[src/core/seq_pkg.sv]
/*
  constants for the eight-slot waveform sequencer: register indices,
  field positions, reset values and the pause time base.
  assumes a 10 MHz register clock and 32-bit apb data.
*/
package seq_pkg;
  // register indices; byte address is four times the index
  localparam logic [5:0] IDX_CONTROL      = 6'h0C;  // start bit lives here
  localparam logic [5:0] IDX_SLOT_FIRST   = 6'h0F;  // first sequence slot
  localparam logic [5:0] IDX_SLOT_SIX     = 6'h14;  // sequence_slot_six
  localparam logic [5:0] IDX_SLOT_SEVEN   = 6'h15;  // sequence_slot_seven
  localparam logic [5:0] IDX_SLOT_LAST    = 6'h16;  // eighth sequence slot
  localparam logic [5:0] IDX_STATUS       = 6'h18;  // sequencer state readback
  localparam int         SLOT_COUNT       = 8;
  localparam logic [2:0] SLOT_PTR_LAST    = 3'h7;
  // slot field layout
  localparam int         SLOT_MODE_BIT    = 7;      // 1 = pause, 0 = effect
  localparam int         SLOT_VALUE_MSB   = 6;
  localparam logic [7:0] SLOT_RESET       = 8'h00;
  localparam logic [6:0] VALUE_END_MARKER = 7'h00;
  // control and status fields
  localparam int         CTRL_START_BIT   = 0;
  localparam int         STAT_PTR_LSB     = 0;      // bits 2:0 current slot
  localparam int         STAT_PAUSE_BIT   = 4;
  localparam int         STAT_PLAY_BIT    = 5;
  localparam int         STAT_BUSY_BIT    = 6;
  // pause time base
  localparam int         CLK_KHZ          = 10000;  // pclk rate
  localparam int         PAUSE_UNIT_MS    = 10;     // one step of a pause slot
  localparam int         PAUSE_UNIT_CYCLES = PAUSE_UNIT_MS * CLK_KHZ;
  // sequencer states
  typedef enum logic [1:0] {
    SEQ_IDLE,
    SEQ_FETCH,
    SEQ_PLAY,
    SEQ_PAUSE
  } seq_state_t;
endpackage : seq_pkg

[src/core/pause_timer.sv]
/*
  pause timer: counts a loaded number of pause units, each unit a fixed
  number of pclk cycles, and pulses done when the last unit ends.
  assumes load is a one-cycle pulse with a non-zero count.
*/
`timescale 1ns/1ps
module pause_timer #(
  parameter int UNIT_CYCLES = seq_pkg::PAUSE_UNIT_CYCLES
) (
  input  wire logic       pclk,
  input  wire logic       presetn,
  input  wire logic       load,
  input  wire logic       abort,
  input  wire logic [6:0] units,
  output logic            done
);
  import seq_pkg::*;

  logic [16:0] tick_count;   // cycles within the current unit
  logic [6:0]  units_left;   // units still to run
  logic        running;      // a pause is in progress
  wire         unit_end = running && (tick_count == 17'(UNIT_CYCLES - 1));

  // tick counter divides pclk down to the pause unit
  always_ff @(posedge pclk or negedge presetn) begin
    if (!presetn) begin
      tick_count <= '0;
      units_left <= '0;
      running    <= 1'b0;
      done       <= 1'b0;
    end else begin
      done <= 1'b0;
      if (abort) begin                       // software stopped playback
        running <= 1'b0;
      end else if (load) begin               // fresh pause, count from zero
        tick_count <= '0;
        units_left <= units;
        running    <= 1'b1;
      end else if (unit_end) begin
        tick_count <= '0;
        units_left <= units_left - 7'h01;
        if (units_left == 7'h01) begin       // last unit ends the pause
          running <= 1'b0;
          done    <= 1'b1;
        end
      end else if (running) begin
        tick_count <= tick_count + 17'h00001;
      end
    end
  end
endmodule : pause_timer

[src/core/waveform_sequencer_slots.sv]
/*
  eight-slot waveform sequencer with its apb register file: the slot
  registers, the start bit and a status word, plus the walk over slots.
  assumes an effect player on the same clock that takes effect_start
  with effect_index and answers with a one-cycle effect_done.
*/
// Local design decision: register access over APB.
// Summary of operation
// RQ1: mode one: value times 10 ms pause
// RQ2: mode zero: value is waveform identifier
// RQ3: identifier bits six to zero index library
// RQ4: start bit begins playback at first slot
// RQ5: finished slot advances to next slot
// RQ6: stop at zero or after eighth slot
// RQ7: zero value ends sequence, not played
// RQ8: mode and value read/write, reset zero
// RQ9: tick counter pause, no drive meanwhile
`timescale 1ns/1ps
module waveform_sequencer_slots #(
  parameter int PAUSE_CYCLES = seq_pkg::PAUSE_UNIT_CYCLES
) (
  input  wire logic        pclk,
  input  wire logic        presetn,
  input  wire logic        psel,
  input  wire logic        penable,
  input  wire logic        pwrite,
  input  wire logic [7:0]  paddr,
  input  wire logic [31:0] pwdata,
  output logic [31:0]      prdata,
  output logic             pready,
  output logic             pslverr,
  input  wire logic        effect_done,
  output logic             effect_start,
  output logic [6:0]       effect_index,
  output logic             drive_enable
);
  import seq_pkg::*;

  // block layout, from the bus inwards:
  //   address decode turns the byte address into a register index and
  //   picks out the slot, control and status words;
  //   the slot file holds eight bytes, each a mode bit over a 7-bit value;
  //   the walk steps a slot pointer through the file, one slot at a time;
  //   the handshake stage turns each effect slot into a start pulse for the
  //   effect player, and each pause slot into a load of the pause timer.
  // the player and this block share pclk, so effect_done needs no
  // synchroniser; a player on another clock would have to add one.

  // slots are kept as a plain array so the walk can index them directly
  logic [7:0]  slot [SLOT_COUNT];   // the eight sequence slots
  seq_state_t  state;               // sequencer state
  logic [2:0]  slot_ptr;            // slot being played
  logic        pause_done;          // end of a pause slot

  // decode helpers
  function automatic logic is_slot(input logic [5:0] idx);
    is_slot = (idx >= IDX_SLOT_FIRST) && (idx <= IDX_SLOT_LAST);
  endfunction : is_slot

  function automatic logic [2:0] slot_of(input logic [5:0] idx);
    slot_of = 3'(idx - IDX_SLOT_FIRST);
  endfunction : slot_of

  // apb address decode
  wire [5:0] reg_idx    = paddr[7:2];
  wire       aligned    = (paddr[1:0] == 2'b00);
  wire       hit_slot   = aligned && is_slot(reg_idx);
  wire       hit_ctrl   = aligned && (reg_idx == IDX_CONTROL);
  wire       hit_stat   = aligned && (reg_idx == IDX_STATUS);
  wire       mapped     = hit_slot || hit_ctrl || hit_stat;
  wire       setup      = psel && !penable;
  wire       commit     = psel && penable && pready;
  wire       wr_commit  = commit && pwrite && mapped;
  wire       wr_slot    = wr_commit && hit_slot;
  wire       wr_ctrl    = wr_commit && hit_ctrl;
  wire       busy       = (state != SEQ_IDLE);
  wire       start_req  = wr_ctrl && pwdata[CTRL_START_BIT] && !busy;
  wire       stop_req   = wr_ctrl && !pwdata[CTRL_START_BIT] && busy;

  // current slot fields
  wire [7:0] cur_slot   = slot[slot_ptr];
  wire       cur_pause  = cur_slot[SLOT_MODE_BIT];            // RQ1
  wire [6:0] cur_value  = cur_slot[SLOT_VALUE_MSB:0];         // RQ3
  wire       cur_end    = (cur_value == VALUE_END_MARKER);    // RQ7
  wire       at_last    = (slot_ptr == SLOT_PTR_LAST);
  wire       step_done  = ((state == SEQ_PLAY) && effect_done)
                          || ((state == SEQ_PAUSE) && pause_done);

  // read data selection
  // status packs the walk state for software that polls instead of waiting
  wire [31:0] stat_word = {25'h0, busy, (state == SEQ_PLAY),
                           (state == SEQ_PAUSE), 1'b0, slot_ptr};
  wire [31:0] read_word = hit_slot ? {24'h000000, slot[slot_of(reg_idx)]}
                        : hit_ctrl ? {31'h0, busy}
                        : hit_stat ? stat_word
                        : 32'h00000000;

  // apb answer: one access cycle, no wait states, error on unmapped
  // pready is raised from the setup cycle, so it is high in exactly the
  // first access cycle; a master that stretched setup would still be
  // answered one cycle after its last setup cycle.
  // read data is captured at setup, so a slot that the walk cannot change
  // reads back the value it held when the transfer began.
  always_ff @(posedge pclk or negedge presetn) begin
    if (!presetn) begin
      pready  <= 1'b0;
      pslverr <= 1'b0;
      prdata  <= 32'h00000000;
    end else begin
      pready  <= setup;
      pslverr <= setup && !mapped;
      prdata  <= (setup && !pwrite) ? read_word : 32'h00000000;
    end
  end

  // slot registers, full byte writable, cleared at reset
  // writes land only at the access edge with pready high, never at setup.
  // slots stay writable while the walk runs; a slot rewritten ahead of the
  // pointer is seen when it is fetched, one already played is not replayed.
  always_ff @(posedge pclk or negedge presetn) begin
    if (!presetn) begin
      for (int i = 0; i < SLOT_COUNT; i++) begin
        slot[i] <= SLOT_RESET;                                 // RQ8
      end
    end else if (wr_slot) begin
      slot[slot_of(reg_idx)] <= pwdata[7:0];                  // RQ8
    end
  end

  // sequencer walk over the slots
  // idle waits for the start bit; fetch looks at the slot under the
  // pointer for one cycle and picks play, pause or end; play waits for the
  // player's done pulse, pause for the timer's done pulse.
  // a stop write wins over every other event in the same cycle, so an
  // abort can never be lost behind a done pulse.
  // the end marker is tested before the mode bit: a pause of zero length
  // would otherwise wrap the timer to 128 units and not end the sequence.
  always_ff @(posedge pclk or negedge presetn) begin
    if (!presetn) begin
      state    <= SEQ_IDLE;
      slot_ptr <= 3'h0;
    end else if (stop_req) begin
      // writing zero to the start bit abandons the sequence
      state    <= SEQ_IDLE;
      slot_ptr <= 3'h0;
    end else begin
      unique case (state)
        SEQ_IDLE: begin
          if (start_req) begin
            slot_ptr <= 3'h0;                                  // RQ4
            state    <= SEQ_FETCH;                             // RQ4
          end
        end
        SEQ_FETCH: begin
          if (cur_end) begin
            state <= SEQ_IDLE;                                 // RQ7
          end else if (cur_pause) begin
            state <= SEQ_PAUSE;                                // RQ1
          end else begin
            state <= SEQ_PLAY;                                 // RQ2
          end
        end
        SEQ_PLAY, SEQ_PAUSE: begin
          if (step_done) begin
            if (at_last) begin
              state    <= SEQ_IDLE;                            // RQ6
              slot_ptr <= 3'h0;
            end else begin
              slot_ptr <= slot_ptr + 3'h1;                     // RQ5
              state    <= SEQ_FETCH;                           // RQ5
            end
          end
        end
      endcase
    end
  end

  // player handshake; pulse and index leave straight from flops
  // launches are decoded from the fetch state, so each start pulse is one
  // cycle wide by construction and the index is held until the next one.
  // drive_enable follows the effect only: it drops the cycle after done
  // and stays low for the whole of a pause slot and while idle.
  wire launch_effect = (state == SEQ_FETCH) && !cur_end && !cur_pause && !stop_req;
  wire launch_pause  = (state == SEQ_FETCH) && !cur_end && cur_pause && !stop_req;

  always_ff @(posedge pclk or negedge presetn) begin
    if (!presetn) begin
      effect_start <= 1'b0;
      effect_index <= 7'h00;
      drive_enable <= 1'b0;
    end else begin
      effect_start <= launch_effect;                           // RQ2
      if (launch_effect) begin
        effect_index <= cur_value;                             // RQ3
      end
      // drive only while an effect slot plays, never across a pause
      drive_enable <= launch_effect
                      || (drive_enable && (state == SEQ_PLAY)
                          && !effect_done && !stop_req);       // RQ9
    end
  end

  // pause time base; count is the slot value in 10 ms units
  // the timer is loaded from fetch together with the move to pause, so the
  // pause runs a cycle or two longer than the bare unit count; at the
  // 10 ms unit this slack is far below anything a user could feel.
  // the same stop write that idles the walk also stops the timer.
  pause_timer #(
    .UNIT_CYCLES (PAUSE_CYCLES)
  ) u_pause_timer (
    .pclk    (pclk),
    .presetn (presetn),
    .load    (launch_pause),                                   // RQ9
    .abort   (stop_req),
    .units   (cur_value),                                      // RQ1
    .done    (pause_done)
  );
endmodule : waveform_sequencer_slots

[config.mk]
export PLATFORM = sky130hd
export DESIGN_NAME = waveform_sequencer_slots
export DESIGN_NICKNAME = d
export VERILOG_FILES = /design/src/core/seq_pkg.sv /design/src/core/pause_timer.sv /design/src/core/waveform_sequencer_slots.sv
export SDC_FILE = /design/constraint.sdc
export NUM_CORES = 1
export LEC_CHECK = 0
export ABC_AREA = 1
export CAP_MARGIN = 20
export CORE_MARGIN = 2
export CORE_UTILIZATION = 36
export CTS_CLUSTER_DIAMETER = 200
export DETAILED_ROUTE_END_ITERATION = 16
export DONT_BUFFER_PORTS = 1
export PLACE_DENSITY_LB_ADDON = 0.3
export SYNTH_ARGS = -nofsm -noshare
export SYNTH_HDL_FRONTEND = slang
export SYNTH_SLANG_ARGS = --single-unit
export TNS_END_PERCENT = 20
[constraint.sdc]
create_clock -name pclk -period 6.24 [get_ports pclk]
set_clock_uncertainty 0.15 [all_clocks]
set_input_delay 0.624 -clock pclk [delete_from_list [all_inputs] [get_ports pclk]]
set_output_delay 0.624 -clock pclk [all_outputs]
set_load 0.02 [all_outputs]
==> summary.md, run 1 <==
| Metric | Value |
|---|---|
| Outcome | `complete, but fails checks` |
| Failing checks | `design-rule violations, negative hold slack` |
| Worst Path Required | `roughly 6.5 ns` |
| Overall Power | `2.799 mW` |
| Worst-margin pin slew | `around 0.90 ns` |
| CP peak stage delay | `0.93 ns` |
| Min-Delay Path Class | `input port to asynchronous set/reset pin` |
| Clk sinks | `~110` |
| Placed insts | `1102` |
| Post-Syn Area | `6659 um2` |
| Synth warnings | `0` |
| GRT busiest layer | `met2` |
| Initial antenna violation count | `0` |
| Final Util | `0.4056` |
| Clock Latency Late Sink | `about 0.43 ns` |
| Worst-path clk slew | `about 0.050 ns` |
| Final wirelength | `about 18000 um` |
| Hold WS | `-0.03831 ns` |
| GP Congestion | `just under 0.9` |
| First-pass GRT wire length | `~29000 um` |
| Cells after Synth | `902` |
| Cts hold-fix bufs | `1` |
| Synth Register Bits | `114` |
| Core area | `18090 um2` |
| Port Buffer Count | `0` |
| Pre-antenna DRT Iters | `13` |
| Min Tclk post-route | `3.182 ns` |
| Io pins | `just under 90` |
| Slew Limit Headroom | `0.4016` |
| Maximum VDD drop | `0.1660 mV` |
| GR met1 Demand/Resource | `0.2756` |
| Cell area after layout | `between 7000 and 8000 um2` |
| R2R cell count | `9` |
| Total Routing Usage GR | `0.1907` |
| Worst-path fanout max | `19` |
| Critical path cell sequence | `inv_4 -> nand3_1 -> nand2_1 -> o21a_1 -> nor2_8 -> nand2_1 -> a21oi_2 -> nand2_1 -> nand2_1` |
| Critical Path Sink Type | `register` |
| RSZ-0062 raised after global routing | `false` |
| DR vias | `between 5000 and 6000` |
| CTS tree | `done` |
| Worst path slowest cell | `dfrtp_1` |
| Synth unique cells | `40` |
| Root Driver | `clkbuf_16` |
| Resized Gates After CTS | `0` |
| Static Leak | `about 3.7 nW` |
| DRC Markers | `10` |
| Most frequent cells in the layout | `nand2_1 (285), inv_1 (119), dfrtp_1 (114), o21ai_0 (79), nand3_1 (70)` |
| Syn_area_per_cell | `between 7 and 8 um2` |
| Postcts setup bufs | `0` |
| Crit path kind | `register to register` |
| First DRT Iteration DRCs | `689` |
| Average routed wire per standard cell | `roughly 16 um` |
| Largest net degree at the start of global routing | `115` |
| Period utilization | `0.5100` |
| Num CTS Buffers | `17` |
| Fmax | `roughly 310 MHz` |
| Setup TNS | `0 ns` |
| Die H | `about 140 um` |
| DPL Wire Length | `roughly 12000 um` |
| Die X | `140.0 um` |
| Max Cap Violations | `0` |
| Number of global-route vias before repair | `approximately 5300` |
| Most common cell after layout, fill and taps aside | `nand2_1` |
| Pins Over Slew Limit | `0` |
| Sequential-to-total area share from yosys stat | `0.4284` |
| GR Util met2 | `0.2761` |
| Final net count | `947` |
| Die area | `roughly 20000 um2` |
| Antenna Cells | `0` |
| Worst R2R Setup Slack | `3.06 ns` |
| Placed cell area | `between 6000 and 7000 um2` |
| Filler cells | `roughly 1900` |
| Area grow syn2layout | `10.17%` |
| Congestion Overflow GR | `0` |
| Row cnt | `just under 50` |
| Routing usage on met3 | `0.05026` |
| Final setup vio count | `0` |
| Via density | `5.084` |
| Post-route ant nets | `0` |
| CP Launch Point | `slot_ptr[1]` |
| H-tree depth | `4` |
| CP most frequent cell | `nand2_1` |
| Worst R2R Start | `slot_ptr[1]` |
| Reg2Reg Capture Point | `u_pause_timer.units_left[4]` |
| Initial Util | `0.3682` |
| Non-Filler Instances | `1135` |
| Worst Path Arrival | `between 3 and 4 ns` |
| PwrDens | `~380 nW/um2` |
| Share of layout cells above drive strength 1 | `0.05629` |
| Final number of hold-violating endpoints | `12` |
| CTS max path bufs | `2` |
| CP startpoint kind | `register` |
## cell type report
class / instances / area [um2] / area share
clock inverter: 9 / 126.4 / 0.01723
inverter: 122 / 462.9 / 0.06311
clock buffer: 23 / 498.0 / 0.06788
sequential: 114 / 2853 / 0.3889
timing repair buffer: 2 / 35.03 / 0.004776
multi-input combinational: 636 / 3074 / 0.4191
tap: 229 / 286.5 / 0.03906
## metrics by stage
| step | worst slack (ns) | hold slack (ns) |
|---|---|---|
| floorplan | 3.793 | 0.1784 |
| global placement | 3.122 | 0.1852 |
| detailed placement | 3.111 | 0.1829 |
| CTS | 3.090 | 0.03913 |
| global route | 2.828 | 0.05529 |
| finish | 3.058 | -0.03831 |
## registers in the layout, indices dropped and copies added, names as in the netlist
name / flops
slot: 64
u_pause_timer.tick_count: 17
prdata: 8
effect_index: 7
u_pause_timer.units_left: 7
slot_ptr: 3
state: 2
drive_enable: 1
effect_start: 1
pready: 1
pslverr: 1
u_pause_timer.done: 1
u_pause_timer.running: 1
## worst max-delay path by stage
stage	to	slack, ns
finish	u_pause_timer.units_left[4]	3.06
global route	u_pause_timer.units_left[2]	2.83
CTS	u_pause_timer.units_left[4]	3.09
detailed placement	u_pause_timer.units_left[4]	3.11
global placement	u_pause_timer.units_left[4]	3.12
floorplan	slot[6]	3.79
## metal layers
layer  wire length [um]  up-vias
met1               8635     2695
met2               7673      185
met5                  0        -
li1                   -     2863
met3               1307       27
met4                361        0
## logic make-up after synthesis
logic type	share of synthesized area
flops	0.4284
fa+ha+maj	0.01503
buf+inv	0.1229
xor+xnor	0.01973
other cells	0.0005632
compound gates	0.1186
simple gates	0.2948
## synth_stat cells, drive strengths merged
cell type	n	area, um2
or2	1	6.260
nor3	10	55.05
o221ai	5	43.79
clkbuf	15	56.30
conb	1	3.750
nor2	49	217.7
buf	38	299.0
a21oi	9	48.80
xor2	11	96.34
o21a	2	15.01
inv	121	459.2
and3	1	6.260
o31ai	1	7.510
a31oi	1	6.260
dfrtp	114	2853
o211ai	1	7.510
ha	8	100.1
nand4	26	168.9
nand3	71	367.9
o22ai	24	150.1
nor4	4	25.02
nand2	290	1116
o21bai	1	7.510
clkinv	1	3.750
o21ai	83	415.4
xnor2	4	35.03
o2111ai	10	87.58
## critical path: cells and delay by family, from the launching register on
family	cells	cell delay, ns
buffers and inverters	1	0.24
flip-flops	1	0.93
AND/OR/NAND/NOR	6	0.98
AO/OA/AOI/OAI	2	0.80
## where the power goes
| part | switching, mW | internal (mW) |
|---|---|---|
| Sequential | 0.127 | 0.814 |
| Combinational | 0.579 | 0.254 |
| Clock | 0.347 | 0.678 |
(Power assumes the default switching activity.)
==> run 2: changes to the inputs <==
==> constraint.sdc (replaced) <==
create_clock -name pclk -period 3.3 [get_ports pclk]
set_clock_uncertainty 0.15 [all_clocks]
set_input_delay 0.33 -clock pclk [delete_from_list [all_inputs] [get_ports pclk]]
set_output_delay 0.33 -clock pclk [all_outputs]
set_load 0.02 [all_outputs]
==> summary.md, run 2 (synthesized netlist as in run 1, its figures left out) <==
| Metric | Value |
|---|---|
| Outcome | `complete, but fails checks` |
| Failing checks | `design-rule violations` |
| Reg power frac | `0.338` |
| Initial antenna violation count | `1` |
| Max Cap Violations | `0` |
| Period utilization | `0.7382` |
| Num CTS Buffers | `17` |
| CP most frequent cell | `nand2_1` |
| Crit path kind | `register to register` |
| Total Routing Usage GR | `0.1924` |
| DRC Markers | `9` |
| Area grow syn2layout | `10.75%` |
| Largest regs | `slot (64), u_pause_timer.tick_count (17), prdata (8)` |
| Number of global-route vias before repair | `between 5000 and 6000` |
| Root Driver | `clkbuf_16` |
| Critical Path Sink Type | `register` |
| RSZ-0062 raised after global routing | `false` |
| PwrDens | `~700 nW/um2` |
| CTS tree | `done` |
| Sw Pwr | `2.055 mW` |
| Postcts setup bufs | `0` |
| Die X | `140.0 um` |
| Top reg by flops | `slot` |
| Largest net degree at the start of global routing | `115` |
| Hold WS | `just under 0.05 ns` |
| Min-Delay Path Class | `input port to register` |
| Congestion Overflow GR | `0` |
| Sw Share | `0.3999` |
| CP startpoint kind | `register` |
| Comb power frac | `0.321` |
| Clk sinks | `about 110` |
| Worst-path clk slew | `approximately 0.060 ns` |
| R2R cell count | `11` |
| Reg2Reg Capture Point | `u_pause_timer.units_left[2]` |
| Post-route ant nets | `0` |
| CTS max path bufs | `2` |
| Io pins | `slightly below 90` |
| Internal power | `roughly 3.1 mW` |
| Filler cells | `1845` |
| Row cnt | `49` |
| Most common cell after layout, fill and taps aside | `nand2_1` |
| Via density | `about 5.1` |
| DR vias | `~5800` |
| Final net count | `~960` |
| CP Launch Point | `slot_ptr[0]` |
| Initial Util | `0.3682` |
| Maximum VDD drop | `roughly 0.39 mV` |
| H-tree depth | `4` |
| Worst-path fanout max | `31` |
| Average routed wire per standard cell | `15.60 um` |
| Cts hold-fix bufs | `5` |
| Worst R2R Setup Slack | `0.86 ns` |
| Startpoint of the worst hold path | `pwrite` |
| Hold Crit Depth | `3` |
| Worst Path Required | `roughly 3.5 ns` |
| Worst R2R Start | `slot_ptr[0]` |
| Share of layout cells above drive strength 1 | `0.06536` |
| Power share of the clock group | `0.341` |
| CP peak stage delay | `about 0.42 ns` |
| Resized Gates After CTS | `0` |
| Slew Limit Headroom | `0.5728` |
| Final wirelength | `around 18000 um` |
| First-pass GRT wire length | `slightly below 30000 um` |
| First DRT Iteration DRCs | `approximately 550` |
| Clock Latency Late Sink | `roughly 0.42 ns` |
| Area of the multi-input gates | `about 3000 um2` |
| Max reg flops | `between 60 and 70` |
| Final setup vio count | `0` |
| Worst path slowest cell | `dfrtp_1` |
| GP Congestion | `a little under 0.9` |
| Die H | `140.0 um` |
| Final number of hold-violating endpoints | `0` |
| DPL Wire Length | `11920 um` |
| Port Buffer Count | `0` |
| Worst hold endpoint | `prdata[4]` |
| Die area | `approximately 20000 um2` |
| Antenna Cells | `0` |
| Worst-margin pin slew | `approximately 0.64 ns` |
| Min Tclk post-route | `2.436 ns` |
| Critical path cell sequence | `inv_4 -> nand2_1 -> nand3_1 -> nand2_1 -> o21a_1 -> nor2_8 -> nand3_4 -> nand2_1 -> nand2_1 -> nand2_1 -> nand2_1` |
| Pre-antenna DRT Iters | `14` |
| Most frequent cells in the layout | `nand2_1 (285), inv_1 (119), dfrtp_1 (114), o21ai_0 (79), nand3_1 (70)` |
| Static Leak | `around 3.7 nW` |
| Pins Over Slew Limit | `0` |
| Worst Path Arrival | `approximately 2.6 ns` |
| Fmax | `approximately 400 MHz` |
| FF+latch area | `about 2900 um2` |
| Setup TNS | `0 ns` |
| Core area | `about 18000 um2` |
run 2: changes by cell type in the layout (fill, tap and decap cells not counted), sizes merged:
cell         before  now
inv             121  122
bufinv            3    1
clkinvlp          1    6
clkbuf           23   17
dlygate4sd3       0    4
buf               2   10
clkinv            6    8
run 2: area by class of cell:
class	instances	share of cell area
Timing Repair Buffer	14	0.01832
Inverter	122	0.06278
Sequential cell	114	0.3868
Multi-Input combinational cell	636	0.4169
Clock buffer	17	0.05769
Tap cell	229	0.03885
Clock inverter	15	0.01866
run 2: worst max-delay path, delay by kind of cell (launching register included):
family	cells	cell delay, ns
AO/OA/AOI/OAI	1	0.27
buffers and inverters	1	0.30
flip-flops	1	0.42
AND/OR/NAND/NOR	9	1.18
run 2: power groups by stage:
stage / sequential, mW / combinational (mW) / clock, mW
6_report: 1.74 / 1.65 / 1.75
5_1_grt: 1.76 / 1.88 / 1.83
4_1_cts: 1.74 / 1.65 / 1.78
3_5_place_dp: 1.76 / 1.60 / 0
3_3_place_gp: 1.76 / 1.59 / 0
2_1_floorplan: 1.71 / 1.34 / 0
run 2: stage by stage:
| step | util | cell area [um2] | std cells | setup WS (ns) | total power [mW] |
|---|---|---|---|---|---|
| after floorplan | - | 6745 | 925 | 1.147 | 3.048 |
| after global placement | 0.3729 | 6744 | 1110 | 0.9137 | 3.353 |
| after detailed placement | 0.3729 | 6744 | 1110 | 0.8921 | 3.364 |
| after CTS | 0.4077 | 7375 | 1147 | 0.8980 | 5.166 |
| after global routing | 0.4077 | 7375 | 1147 | 0.6302 | 5.481 |
| final | 0.4077 | 7375 | 1147 | 0.8641 | 5.137 |
run 2: how the worst max path moves through the flow:
| stage | end | slack [ns] | cells after the start |
|---|---|---|---|
| 6_report | u_pause_timer.units_left[2] | 0.86 | 11 |
| 5_1_grt | u_pause_timer.units_left[2] | 0.63 | 13 |
| 4_1_cts | u_pause_timer.units_left[2] | 0.90 | 13 |
| 3_5_place_dp | slot[38] | 0.89 | 8 |
| 3_3_place_gp | u_pause_timer.units_left[3] | 0.91 | 11 |
| 2_1_floorplan | slot[6] | 1.15 | 9 |
run 2: layer usage:
metal | GRT usage | part of all wire | vias to the layer above
li1 | - | - | 2895
met4 | 0.07071 | 0.019 | 2
met2 | 0.2782 | 0.43 | 182
met5 | 0 | 0.00056 | -
met3 | 0.04068 | 0.067 | 25
met1 | 0.2835 | 0.48 | 2723
